## config.mk

```make
export PLATFORM = sky130hd
export DESIGN_NAME = sss_status_top
export DESIGN_NICKNAME = d
export VERILOG_FILES = /design/src/sss_pkg.sv /design/src/sss_status_top.sv /design/src/sss_slot_map.sv
export SDC_FILE = /design/constraint.sdc
export NUM_CORES = 1
export LEC_CHECK = 0
export BUFFER_PORTS_ARGS = -buffer_cell sky130_fd_sc_hd__buf_2
export CORE_MARGIN = 10
export CORE_UTILIZATION = 50
export CTS_CLUSTER_SIZE = 30
export DETAILED_ROUTE_END_ITERATION = 6
export PLACE_DENSITY_LB_ADDON = 0.3
export SYNTH_ARGS = -nofsm -noshare
export SYNTH_HDL_FRONTEND = slang
export SYNTH_SLANG_ARGS = --single-unit
```

## constraint.sdc

```tcl
create_clock -name CLK_SYS -period 4.7 [get_ports CLK_SYS]
set_clock_uncertainty 0.15 [all_clocks]
set_input_delay 0.47 -clock CLK_SYS [delete_from_list [all_inputs] [get_ports CLK_SYS]]
set_output_delay 0.47 -clock CLK_SYS [all_outputs]
set_load 0.005 [all_outputs]
```

## src/sss_pkg.sv

```systemverilog
// Shared constants for the slot and battery status block.
// Assumes a 10 MHz system clock and the two-wire control port of the device.
package sss_pkg;

    // ==========================================================
    // Register map
    localparam logic [7:0] ADDR_STATUS = 8'h04;
    localparam logic [7:0] ADDR_CTRL = 8'h08;
    localparam logic [7:0] ADDR_BATT_DBC = 8'h0A;
    localparam logic [7:0] CTRL_RST = 8'h00;
    localparam logic [7:0] BATT_DBC_RST = 8'h04;
    localparam logic [7:0] PTR_RST = 8'h00;

    // ==========================================================
    // Field positions
    localparam int STAT_SHDN_LVL = 0;
    localparam int STAT_SHDN_IRQ = 1;
    localparam int STAT_BATT = 2;
    localparam int STAT_BATT_IRQ = 3;
    localparam int STAT_SLOT_BASE = 4;
    localparam int CTRL_SLOT_STRIDE = 4;
    localparam int CTRL_STATE_OFS = 2;
    localparam int SLOTS = 2;

    // ==========================================================
    // Slot status codes
    localparam logic [1:0] SLOT_DOWN = 2'h0;
    localparam logic [1:0] SLOT_POWERED = 2'h2;

    // ==========================================================
    // Timing: 32 kHz tick derived from the system clock
    localparam int CLK_HZ = 10000000;
    localparam int TICK_HZ = 32768;
    localparam int TICK_DIV = CLK_HZ / TICK_HZ;
    localparam logic [8:0] TICK_LAST = 9'(TICK_DIV - 1);

    // ==========================================================
    // Two-wire port
    localparam logic [6:0] DEV_ADDR_DEFAULT = 7'h2A; // Arbitrary value

    typedef enum logic [2:0] {
        ST_IDLE,
        ST_ADDR,
        ST_PTR,
        ST_WR,
        ST_ACK,
        ST_RD,
        ST_RACK
    } sss_i2c_state_e;

endpackage

```

## src/sss_status_top.sv

```systemverilog
// Slot and battery status register bank behind the two-wire control port.
// Assumes SCL and SDA_IN are already synchronous to CLK_SYS; SDA is open drain.
// Contract
// RULE1 - Status bit 0 shows the sampled shutdown input level.
// RULE2 - Status bit 1 is a shutdown interrupt flag, cleared by reading.
// RULE3 - Status bit 2 is 1 once battery absence survives debounce.
// RULE4 - Status bit 3 is a battery-removal interrupt flag, cleared by reading.
// RULE5 - Bits 5:4 carry the slot one status code.
// RULE6 - Bits 7:6 carry the slot two status code, same scheme.
// RULE7 - Slot status comes from written state bits and regulator enable.
// RULE8 - Regulator off with state 00 or 01 reports 00.
// RULE9 - Regulator off with state 11 reports 00.
// RULE10 - Regulator on with state 00 reports 10.
// RULE11 - Regulator on reports 01 for 01 and 11 for 11.
// RULE12 - Host never writes state code 10.
// RULE13 - Written code 10 reports 10 when powered, 00 when not.
// RULE14 - Regulator enable 0 turns off and pulls down; 1 powers and releases.
// RULE15 - Debounce value 00h makes battery status follow input directly.
// RULE16 - Writes to the status address change nothing.
`timescale 1ns/100ps
module sss_status_top #(
    parameter logic [6:0] DEV_ADDR = sss_pkg::DEV_ADDR_DEFAULT
) (
    input wire logic CLK_SYS,
    input wire logic SRST,
    input wire logic SCL,
    input wire logic SDA_IN,
    output logic SDA_OUT,
    output logic SDA_OE,
    input wire logic SLOT_TWO_SHUTDOWN_INPUT,
    input wire logic BATTERY_PRESENCE_INPUT,
    output logic [sss_pkg::SLOTS-1:0] REG_EN,
    output logic [sss_pkg::SLOTS-1:0] REG_PULLDOWN
);
    import sss_pkg::*;

    sss_i2c_state_e state_reg;
    sss_i2c_state_e after_ack_reg;
    logic scl_q, sda_q, scl_rise, scl_fall, start_cond, stop_cond;
    logic [7:0] shift_reg, rx_byte, tx_reg, ptr_reg, rd_data;
    logic [2:0] bit_cnt_reg;
    logic byte_done_reg;
    logic wr_stb, rd_clr;
    logic [7:0] ctrl_reg, batt_dbc_reg, status;
    logic shdn_lvl_reg, shdn_irq_reg, shdn_evt;
    logic batt_absent_reg, batt_irq_reg, batt_next, batt_evt;
    logic [7:0] dbc_cnt_reg;
    logic [8:0] div_reg;
    logic tick;
    logic [1:0] slot_status [SLOTS];

    // ==========================================================
    // Bus line edges
    always_ff @(posedge CLK_SYS) begin
        if (SRST) begin
            scl_q <= 1'b1;
            sda_q <= 1'b1;
        end else begin
            scl_q <= SCL;
            sda_q <= SDA_IN;
        end
    end

    assign scl_rise = SCL && !scl_q;
    assign scl_fall = !SCL && scl_q;
    assign start_cond = SCL && scl_q && sda_q && !SDA_IN;
    assign stop_cond = SCL && scl_q && !sda_q && SDA_IN;
    assign rx_byte = {shift_reg[6:0], SDA_IN};

    // ==========================================================
    // Two-wire slave sequencer
    // Pointer does not auto-increment, so repeated reads poll one register
    always_ff @(posedge CLK_SYS) begin
        if (SRST) begin
            state_reg <= ST_IDLE;
            after_ack_reg <= ST_IDLE;
            shift_reg <= 8'h00;
            tx_reg <= 8'h00;
            ptr_reg <= PTR_RST;
            bit_cnt_reg <= 3'h0;
            byte_done_reg <= 1'b0;
            SDA_OE <= 1'b0;
        end else if (start_cond) begin
            state_reg <= ST_ADDR;
            bit_cnt_reg <= 3'h0;
            byte_done_reg <= 1'b0;
            SDA_OE <= 1'b0;
        end else if (stop_cond) begin
            state_reg <= ST_IDLE;
            SDA_OE <= 1'b0;
        end else if (scl_rise) begin
            if (state_reg == ST_ADDR || state_reg == ST_PTR || state_reg == ST_WR) begin
                shift_reg <= rx_byte;
                bit_cnt_reg <= bit_cnt_reg + 3'h1;
                if (bit_cnt_reg == 3'h7) begin
                    byte_done_reg <= 1'b1;
                end
            end else if (state_reg == ST_RACK) begin
                // Master NACK ends the read burst
                if (SDA_IN) begin
                    state_reg <= ST_IDLE;
                end else begin
                    byte_done_reg <= 1'b1;
                end
            end
        end else if (scl_fall) begin
            case (state_reg)
                ST_ADDR: begin
                    if (byte_done_reg) begin
                        byte_done_reg <= 1'b0;
                        if (shift_reg[7:1] == DEV_ADDR) begin
                            SDA_OE <= 1'b1;
                            state_reg <= ST_ACK;
                            after_ack_reg <= shift_reg[0] ? ST_RD : ST_PTR;
                        end else begin
                            state_reg <= ST_IDLE;
                        end
                    end
                end
                ST_PTR, ST_WR: begin
                    if (byte_done_reg) begin
                        byte_done_reg <= 1'b0;
                        SDA_OE <= 1'b1;
                        state_reg <= ST_ACK;
                        after_ack_reg <= ST_WR;
                        if (state_reg == ST_PTR) begin
                            ptr_reg <= shift_reg;
                        end
                    end
                end
                ST_ACK: begin
                    bit_cnt_reg <= 3'h0;
                    state_reg <= after_ack_reg;
                    SDA_OE <= 1'b0;
                    if (after_ack_reg == ST_RD) begin
                        tx_reg <= rd_data;
                        SDA_OE <= !rd_data[7];
                        bit_cnt_reg <= 3'h1;
                    end
                end
                ST_RD: begin
                    if (bit_cnt_reg == 3'h0) begin
                        SDA_OE <= 1'b0;
                        state_reg <= ST_RACK;
                    end else begin
                        tx_reg <= {tx_reg[6:0], 1'b0};
                        SDA_OE <= !tx_reg[6];
                        bit_cnt_reg <= bit_cnt_reg + 3'h1;
                    end
                end
                ST_RACK: begin
                    if (byte_done_reg) begin
                        byte_done_reg <= 1'b0;
                        tx_reg <= rd_data;
                        SDA_OE <= !rd_data[7];
                        bit_cnt_reg <= 3'h1;
                        state_reg <= ST_RD;
                    end
                end
                default: begin
                    state_reg <= ST_IDLE;
                end
            endcase
        end
    end

    // Open drain: only ever pulls low
    always_ff @(posedge CLK_SYS) begin
        SDA_OUT <= 1'b0;
    end

    // ==========================================================
    // Register access strobes
    // A byte is loaded for transmit when an ack slot hands over to read
    assign wr_stb = scl_fall && !start_cond && !stop_cond && state_reg == ST_WR
        && byte_done_reg;
    assign rd_clr = scl_fall && !start_cond && !stop_cond && ptr_reg == ADDR_STATUS
        && ((state_reg == ST_ACK && after_ack_reg == ST_RD)
        || (state_reg == ST_RACK && byte_done_reg));

    // Read mux; unmapped addresses read zero
    always_comb begin
        if (ptr_reg == ADDR_STATUS) begin
            rd_data = status;
        end else if (ptr_reg == ADDR_CTRL) begin
            rd_data = ctrl_reg;
        end else if (ptr_reg == ADDR_BATT_DBC) begin
            rd_data = batt_dbc_reg;
        end else begin
            rd_data = 8'h00;
        end
    end

    // Writable registers; the status address has no write path
    always_ff @(posedge CLK_SYS) begin
        if (SRST) begin
            ctrl_reg <= CTRL_RST;
            batt_dbc_reg <= BATT_DBC_RST;
        end else if (wr_stb) begin
            if (ptr_reg == ADDR_CTRL) begin
                ctrl_reg <= shift_reg;
            end else if (ptr_reg == ADDR_BATT_DBC) begin
                batt_dbc_reg <= shift_reg;
            end
        end
    end // RULE16

    // ==========================================================
    // Regulator drive
    always_ff @(posedge CLK_SYS) begin
        if (SRST) begin
            REG_EN <= '0;
            REG_PULLDOWN <= '1;
        end else begin
            for (int i = 0; i < SLOTS; i++) begin
                REG_EN[i] <= ctrl_reg[CTRL_SLOT_STRIDE*i]; // RULE14
                REG_PULLDOWN[i] <= !ctrl_reg[CTRL_SLOT_STRIDE*i]; // RULE14
            end
        end
    end

    // ==========================================================
    // Shutdown input and its flag; set beats the read clear
    assign shdn_evt = SLOT_TWO_SHUTDOWN_INPUT != shdn_lvl_reg;
    always_ff @(posedge CLK_SYS) begin
        if (SRST) begin
            shdn_lvl_reg <= 1'b0;
            shdn_irq_reg <= 1'b0;
        end else begin
            shdn_lvl_reg <= SLOT_TWO_SHUTDOWN_INPUT; // RULE1
            if (shdn_evt) begin
                shdn_irq_reg <= 1'b1; // RULE2
            end else if (rd_clr) begin
                shdn_irq_reg <= 1'b0; // RULE2
            end
        end
    end

    // ==========================================================
    // 32 kHz tick divider
    assign tick = div_reg == TICK_LAST;
    always_ff @(posedge CLK_SYS) begin
        if (SRST || tick) begin
            div_reg <= 9'h000;
        end else begin
            div_reg <= div_reg + 9'h001;
        end
    end

    // ==========================================================
    // Battery presence debounce; input high means battery absent
    // A new count value restarts any debounce in progress
    always_comb begin
        batt_next = batt_absent_reg;
        if (batt_dbc_reg == 8'h00) begin
            batt_next = BATTERY_PRESENCE_INPUT; // RULE15
        end else if (tick && BATTERY_PRESENCE_INPUT != batt_absent_reg
            && dbc_cnt_reg + 8'h01 >= batt_dbc_reg) begin
            batt_next = BATTERY_PRESENCE_INPUT; // RULE3
        end
    end
    assign batt_evt = batt_next && !batt_absent_reg;

    always_ff @(posedge CLK_SYS) begin
        if (SRST) begin
            dbc_cnt_reg <= 8'h00;
            batt_absent_reg <= 1'b0;
        end else begin
            batt_absent_reg <= batt_next;
            if (BATTERY_PRESENCE_INPUT == batt_absent_reg || batt_next != batt_absent_reg
                || (wr_stb && ptr_reg == ADDR_BATT_DBC)) begin
                dbc_cnt_reg <= 8'h00;
            end else if (tick) begin
                dbc_cnt_reg <= dbc_cnt_reg + 8'h01;
            end
        end
    end

    // Removal flag, set wins over read clear
    always_ff @(posedge CLK_SYS) begin
        if (SRST) begin
            batt_irq_reg <= 1'b0;
        end else if (batt_evt) begin
            batt_irq_reg <= 1'b1; // RULE4
        end else if (rd_clr) begin
            batt_irq_reg <= 1'b0; // RULE4
        end
    end

    // ==========================================================
    // Slot status mapping, one per slot
    // Code 10 is not blocked; host is trusted to avoid it
    for (genvar g = 0; g < SLOTS; g++) begin : g_slot
        sss_slot_map u_map (
            .state_code(ctrl_reg[CTRL_SLOT_STRIDE*g+CTRL_STATE_OFS +: 2]), // RULE7 RULE12
            .reg_en(ctrl_reg[CTRL_SLOT_STRIDE*g]), // RULE7
            .status_code(slot_status[g])
        );
    end

    assign status = {slot_status[1], slot_status[0], batt_irq_reg, batt_absent_reg,
        shdn_irq_reg, shdn_lvl_reg}; // RULE5 RULE6
endmodule

```

## src/sss_slot_map.sv

```systemverilog
// Maps one slot's written state code and regulator enable to its status code.
// Assumes the caller registers or samples the result; purely combinational.
`timescale 1ns/100ps
module sss_slot_map (
    input wire logic [1:0] state_code,
    input wire logic reg_en,
    output logic [1:0] status_code
);
    import sss_pkg::*;

    // ==========================================================
    // Mapping
    // Unpowered slot can be neither isolated nor active
    always_comb begin
        if (!reg_en) begin
            status_code = SLOT_DOWN; // RULE8 RULE9
        end else if (state_code == SLOT_DOWN) begin
            status_code = SLOT_POWERED; // RULE10
        end else begin
            // Forbidden code 10 falls through as powered with pull-downs released
            status_code = state_code; // RULE11 RULE13
        end
    end

endmodule

```

==> flow_results.xml <==
<?xml version="1.0" encoding="UTF-8"?>
<metrics>
  <group name="outcome">
    <metric name="outcome" unit="">finished, final reports clean</metric>
  </group>
  <group name="sta">
    <metric name="final_max_slew_viol_count" unit="">0</metric>
    <metric name="post-route-period-util" unit="">0.823</metric>
    <metric name="finalSetupViolCount" unit="">0</metric>
    <metric name="timing.final.crit_period" unit="ns">3.87</metric>
    <metric name="slew_margin_rel" unit="">0.398</metric>
    <metric name="finalHoldViolations" unit="">0</metric>
    <metric name="setup_tns" unit="ns">0</metric>
    <metric name="max_slew.worst_pin.slew" unit="ns">0.903</metric>
    <metric name="hold_ws" unit="ns">0.219</metric>
    <metric name="clock.fmax" unit="GHz">0.259</metric>
    <metric name="rsz0062_at_grt" unit="">no</metric>
  </group>
  <group name="floorplanning">
    <metric name="floorplan.die_area" unit="um^2">12400</metric>
    <metric name="fp.dieW" unit="um">111</metric>
    <metric name="initial_utilization" unit="">0.510</metric>
    <metric name="num_rows" unit="">33</metric>
    <metric name="ioPinCount" unit="">12</metric>
    <metric name="die_h" unit="um">111</metric>
    <metric name="core_area" unit="um^2">8180</metric>
  </group>
  <group name="detailed_routing">
    <metric name="num_vias" unit="">3335</metric>
    <metric name="wl_per_cell" unit="um">15.4</metric>
    <metric name="drc" unit="">0</metric>
    <metric name="final_antenna_net_count" unit="">0</metric>
    <metric name="drt_pre_antenna_iters" unit="">4</metric>
    <metric name="via_per_inst" unit="">5.69</metric>
    <metric name="finalWirelength" unit="mm">9.01</metric>
    <metric name="routed-wl-met2" unit="mm">4.19</metric>
    <metric name="highest_layer" unit="">met4</metric>
    <metric name="drt_iter0_drc" unit="">186</metric>
    <metric name="met3WireLength" unit="um">397</metric>
    <metric name="met1Wirelength" unit="mm">4.27</metric>
  </group>
  <group name="finish">
    <metric name="largest_register_ffs" unit="">9</metric>
    <metric name="synthToLayoutAreaGrowth" unit="%">5.43</metric>
    <metric name="fin_nets" unit="">501</metric>
    <metric name="layout-drive-gt1-share" unit="">0.0790</metric>
    <metric name="diodes" unit="">0</metric>
    <metric name="final_cell_count_no_fill" unit="">586</metric>
  </group>
  <group name="global_routing">
    <metric name="grt_pass1_vias" unit="">3212</metric>
    <metric name="grt_start_max_net_pins" unit="">53</metric>
    <metric name="track_usage" unit="">0.146</metric>
    <metric name="first_pass_grt_wire_length" unit="mm">15.5</metric>
    <metric name="globalRoute.totalOverflow" unit="">0</metric>
    <metric name="grt_antenna_before_repair" unit="">0</metric>
  </group>
  <group name="worst_setup_path">
    <metric name="start_to_end_type_of_the_worst_setup_path" unit="">register to register</metric>
    <metric name="crit_path_frequent_cell" unit="">sky130_fd_sc_hd__ha_1</metric>
    <metric name="reg2reg_depth" unit="">13</metric>
    <metric name="timing.critical_path.to" unit="">dbc_cnt_reg[0]</metric>
    <metric name="crit_path_end_kind" unit="">register</metric>
    <metric name="crit_arrival" unit="ns">4.00</metric>
    <metric name="critPathSlowestCell" unit="">sky130_fd_sc_hd__dfxtp_1</metric>
    <metric name="worstReg2RegStart" unit="">dbc_cnt_reg[0]</metric>
    <metric name="timing.critical_path.fanout_max" unit="">8</metric>
    <metric name="cp_slowest_stage_delay" unit="ns">0.40</metric>
    <metric name="reg2reg_setup_slack" unit="ns">0.83</metric>
    <metric name="crit_path_start" unit="">dbc_cnt_reg[0]</metric>
    <metric name="startpoint_kind_of_the_worst_setup_timing_path" unit="">register</metric>
    <metric name="timing.rr.end" unit="">dbc_cnt_reg[0]</metric>
    <metric name="worst_ep_required" unit="ns">4.83</metric>
    <metric name="crit_path_cell_trace" unit="">ha_1, nand3_1, or2_2, xnor2_1, ha_1, and3_1, a221oi_1, o21ai_1, a41oi_1, mux2_1, ha_1, nand4b_2, nor2_1</metric>
  </group>
  <group name="clock_tree">
    <metric name="cts_hold_repair.buffers" unit="">0</metric>
    <metric name="tritoncts_buffer_count" unit="">9</metric>
    <metric name="worst_skew_pair.late_latency" unit="ns">0.35</metric>
    <metric name="tritoncts" unit="">built</metric>
    <metric name="cts_sinks" unit="">77</metric>
    <metric name="postCtsSetupBuffers" unit="">0</metric>
    <metric name="cts.clk_slew.worst_paths" unit="ns">0.08</metric>
    <metric name="cts.htree.levels" unit="">3</metric>
    <metric name="cts_max_path_buffers" unit="">2</metric>
    <metric name="ctsResizeCount" unit="">0</metric>
    <metric name="cts_root_buf" unit="">sky130_fd_sc_hd__clkbuf_8</metric>
  </group>
  <group name="synthesis">
    <metric name="synth_area_per_cell" unit="um^2">8.65</metric>
    <metric name="synth.cell_area" unit="um^2">4170</metric>
    <metric name="ys_seq_elements" unit="">77</metric>
    <metric name="yosysSeqAreaShare" unit="">0.370</metric>
    <metric name="synth_top_cell_by_area" unit="">sky130_fd_sc_hd__dfxtp_1</metric>
    <metric name="synth_warnings" unit="">0</metric>
    <metric name="leading_register_cell_type_out_of_synthesis" unit="">sky130_fd_sc_hd__dfxtp_1</metric>
    <metric name="synth_fp_nets" unit="">506</metric>
    <metric name="synth-async-reset-ratio" unit="">0</metric>
    <metric name="yosysUniqueCellTypes" unit="">67</metric>
    <metric name="edff_count_synth" unit="">0</metric>
    <metric name="synthDominantCellAreaShare" unit="">0.370</metric>
    <metric name="yosys-top-cells-area" unit="">sky130_fd_sc_hd__dfxtp_1, sky130_fd_sc_hd__mux2i_1, sky130_fd_sc_hd__nor2_1</metric>
    <metric name="syn_inst" unit="">482</metric>
  </group>
  <group name="power_and_ir_drop">
    <metric name="power_per_cell_area" unit="nW/um^2">276</metric>
    <metric name="clock_power_share" unit="">0.409</metric>
    <metric name="power.internal" unit="mW">0.918</metric>
    <metric name="vdd.ir_drop.worst" unit="mV">0.141</metric>
    <metric name="comb_power_share" unit="">0.043</metric>
    <metric name="sw_frac_of_total" unit="">0.242</metric>
    <metric name="cellLeakagePower" unit="nW">1.72</metric>
    <metric name="total_switching_power" unit="mW">0.293</metric>
    <metric name="sequentialPowerShare" unit="">0.548</metric>
  </group>
  <group name="min_path">
    <metric name="hold_path_class" unit="">primary input to register</metric>
  </group>
  <group name="placement">
    <metric name="hpwlAfterDp" unit="mm">6.38</metric>
    <metric name="place.gp.congestion" unit="">0.874</metric>
    <metric name="placed_cells_incl_taps" unit="">571</metric>
    <metric name="place.port_buffers" unit="">10</metric>
  </group>
  <group name="job">
    <metric name="max_cap_violations" unit="">0</metric>
  </group>
</metrics>
[power by group through the flow]
stage	Combinational (mW)	Sequential (mW)	Clock, mW
finish	0.0526	0.664	0.495
detailed placement	0.0524	0.679	0
floorplan	0.0441	0.676	0
global placement	0.0511	0.679	0
CTS	0.0526	0.664	0.504
global route	0.0587	0.665	0.532
[critical path, delay by kind of cell, from the launching register on]
| kind | cells | cell delay, ns |
|---|---|---|
| xor+xnor | 1 | 0.14 |
| flops | 1 | 0.40 |
| mux | 1 | 0.36 |
| simple gates | 5 | 1.16 |
| compound gates | 3 | 0.77 |
| fa+ha+maj | 3 | 0.82 |
[layer usage]
metal  vias up  track usage
met5         -            0
met3        14       0.0325
met1      1571        0.190
met4         0       0.0488
li1       1665            -
met2        85        0.233
[kinds of logic after synthesis]
group | after synthesis | share of synthesized area
AO/OA/AOI/OAI | 84 | 0.138
XOR/XNOR | 22 | 0.0462
buffers and inverters | 57 | 0.0630
multiplexers | 39 | 0.0942
AND/OR/NAND/NOR | 184 | 0.234
other | 1 | 0.000899
adder cells (fa/ha/maj) | 18 | 0.0540
flip-flops | 77 | 0.370
[stage by stage]
| step | worst slack (ns) | util | cell area [um^2] | total power [mW] |
|---|---|---|---|---|
| final | 0.834 | 0.538 | 4400 | 1.21 |
| after global routing | 0.536 | 0.538 | 4400 | 1.26 |
| after CTS | 0.855 | 0.538 | 4400 | 1.22 |
| after detailed placement | 0.910 | 0.515 | 4210 | 0.731 |
| after global placement | 1.12 | 0.515 | 4210 | 0.730 |
| after floorplan | 1.33 | - | 4170 | 0.720 |
[layout make-up]
class | count | area (um^2)
clock inverters | 6 | 63.8
fillers | 756 | 3780
flip-flops and latches | 77 | 1540
repair buffers | 11 | 57.6
well taps | 105 | 131
inverters | 30 | 113
clock buffers | 9 | 124
multi-input cells | 348 | 2360
[cell usage in the layout (no fill, tap or decap), types with 2 or more instances in the layout]
cell type,netlist,layout
sky130_fd_sc_hd__and3_1,4,4
sky130_fd_sc_hd__nor3_1,4,4
sky130_fd_sc_hd__mux2_1,2,2
sky130_fd_sc_hd__o21ai_0,9,9
sky130_fd_sc_hd__nor4_1,7,7
sky130_fd_sc_hd__a221oi_1,3,3
sky130_fd_sc_hd__a21o_1,6,6
sky130_fd_sc_hd__buf_2,6,10
sky130_fd_sc_hd__nand2b_1,18,18
sky130_fd_sc_hd__clkbuf_8,0,9
sky130_fd_sc_hd__or3b_1,2,2
sky130_fd_sc_hd__or4_4,2,2
sky130_fd_sc_hd__o221ai_1,3,3
sky130_fd_sc_hd__inv_1,29,29
sky130_fd_sc_hd__nand4_1,6,6
sky130_fd_sc_hd__ha_1,18,18
sky130_fd_sc_hd__nor2b_1,8,8
sky130_fd_sc_hd__a21oi_1,25,25
sky130_fd_sc_hd__dfxtp_1,77,77
sky130_fd_sc_hd__nand2_1,27,27
sky130_fd_sc_hd__o31ai_1,2,2
sky130_fd_sc_hd__and2_1,3,3
sky130_fd_sc_hd__or2_2,4,4
sky130_fd_sc_hd__xnor2_1,12,12
sky130_fd_sc_hd__clkinv_2,0,2
sky130_fd_sc_hd__a211oi_2,2,2
sky130_fd_sc_hd__a211oi_1,6,6
sky130_fd_sc_hd__nand3_1,8,8
sky130_fd_sc_hd__or3_1,2,2
sky130_fd_sc_hd__a31oi_1,6,6
sky130_fd_sc_hd__xor2_1,10,10
sky130_fd_sc_hd__nor3b_1,4,4
sky130_fd_sc_hd__and3b_1,3,3
sky130_fd_sc_hd__mux2i_1,37,37
sky130_fd_sc_hd__clkinvlp_4,0,2
sky130_fd_sc_hd__a211o_1,2,2
sky130_fd_sc_hd__nand3b_1,11,11
sky130_fd_sc_hd__nor2_1,63,63
sky130_fd_sc_hd__o21ai_1,3,3
[how the worst min path moves through the flow]
stage | endpoint | start | cells after the start
6_report | scl_q | SCL | 2
5_1_grt | scl_q | SCL | 2
4_1_cts | scl_q | SCL | 2
3_5_place_dp | REG_PULLDOWN[0] | ctrl_reg[0] | 1
3_3_place_gp | REG_PULLDOWN[0] | ctrl_reg[0] | 1
2_1_floorplan | REG_PULLDOWN[0] | ctrl_reg[0] | 1
[Yosys cell counts, types with 2 or more instances]
master,count
sky130_fd_sc_hd__o221ai_1,3
sky130_fd_sc_hd__nand2_1,27
sky130_fd_sc_hd__a211oi_1,6
sky130_fd_sc_hd__mux2_1,2
sky130_fd_sc_hd__or4_4,2
sky130_fd_sc_hd__a31oi_1,6
sky130_fd_sc_hd__nand3_1,8
sky130_fd_sc_hd__and2_1,3
sky130_fd_sc_hd__nor3_1,4
sky130_fd_sc_hd__xor2_1,10
sky130_fd_sc_hd__a211oi_2,2
sky130_fd_sc_hd__nand3b_1,11
sky130_fd_sc_hd__nor4_1,7
sky130_fd_sc_hd__dfxtp_1,77
sky130_fd_sc_hd__buf_2,6
sky130_fd_sc_hd__o31ai_1,2
sky130_fd_sc_hd__or2_2,4
sky130_fd_sc_hd__or3b_1,2
sky130_fd_sc_hd__clkbuf_1,14
sky130_fd_sc_hd__a21o_1,6
sky130_fd_sc_hd__xnor2_1,12
sky130_fd_sc_hd__o21ai_1,3
sky130_fd_sc_hd__nor2b_1,8
sky130_fd_sc_hd__nor3b_1,4
sky130_fd_sc_hd__o21ai_0,9
sky130_fd_sc_hd__mux2i_1,37
sky130_fd_sc_hd__ha_1,18
sky130_fd_sc_hd__nand4_1,6
sky130_fd_sc_hd__and3b_1,3
sky130_fd_sc_hd__inv_1,29
sky130_fd_sc_hd__a221oi_1,3
sky130_fd_sc_hd__a21oi_1,25
sky130_fd_sc_hd__and3_1,4
sky130_fd_sc_hd__or3_1,2
sky130_fd_sc_hd__a211o_1,2
sky130_fd_sc_hd__buf_6,5
sky130_fd_sc_hd__nand2b_1,18
sky130_fd_sc_hd__nor2_1,63
(Power assumes the default switching activity.)
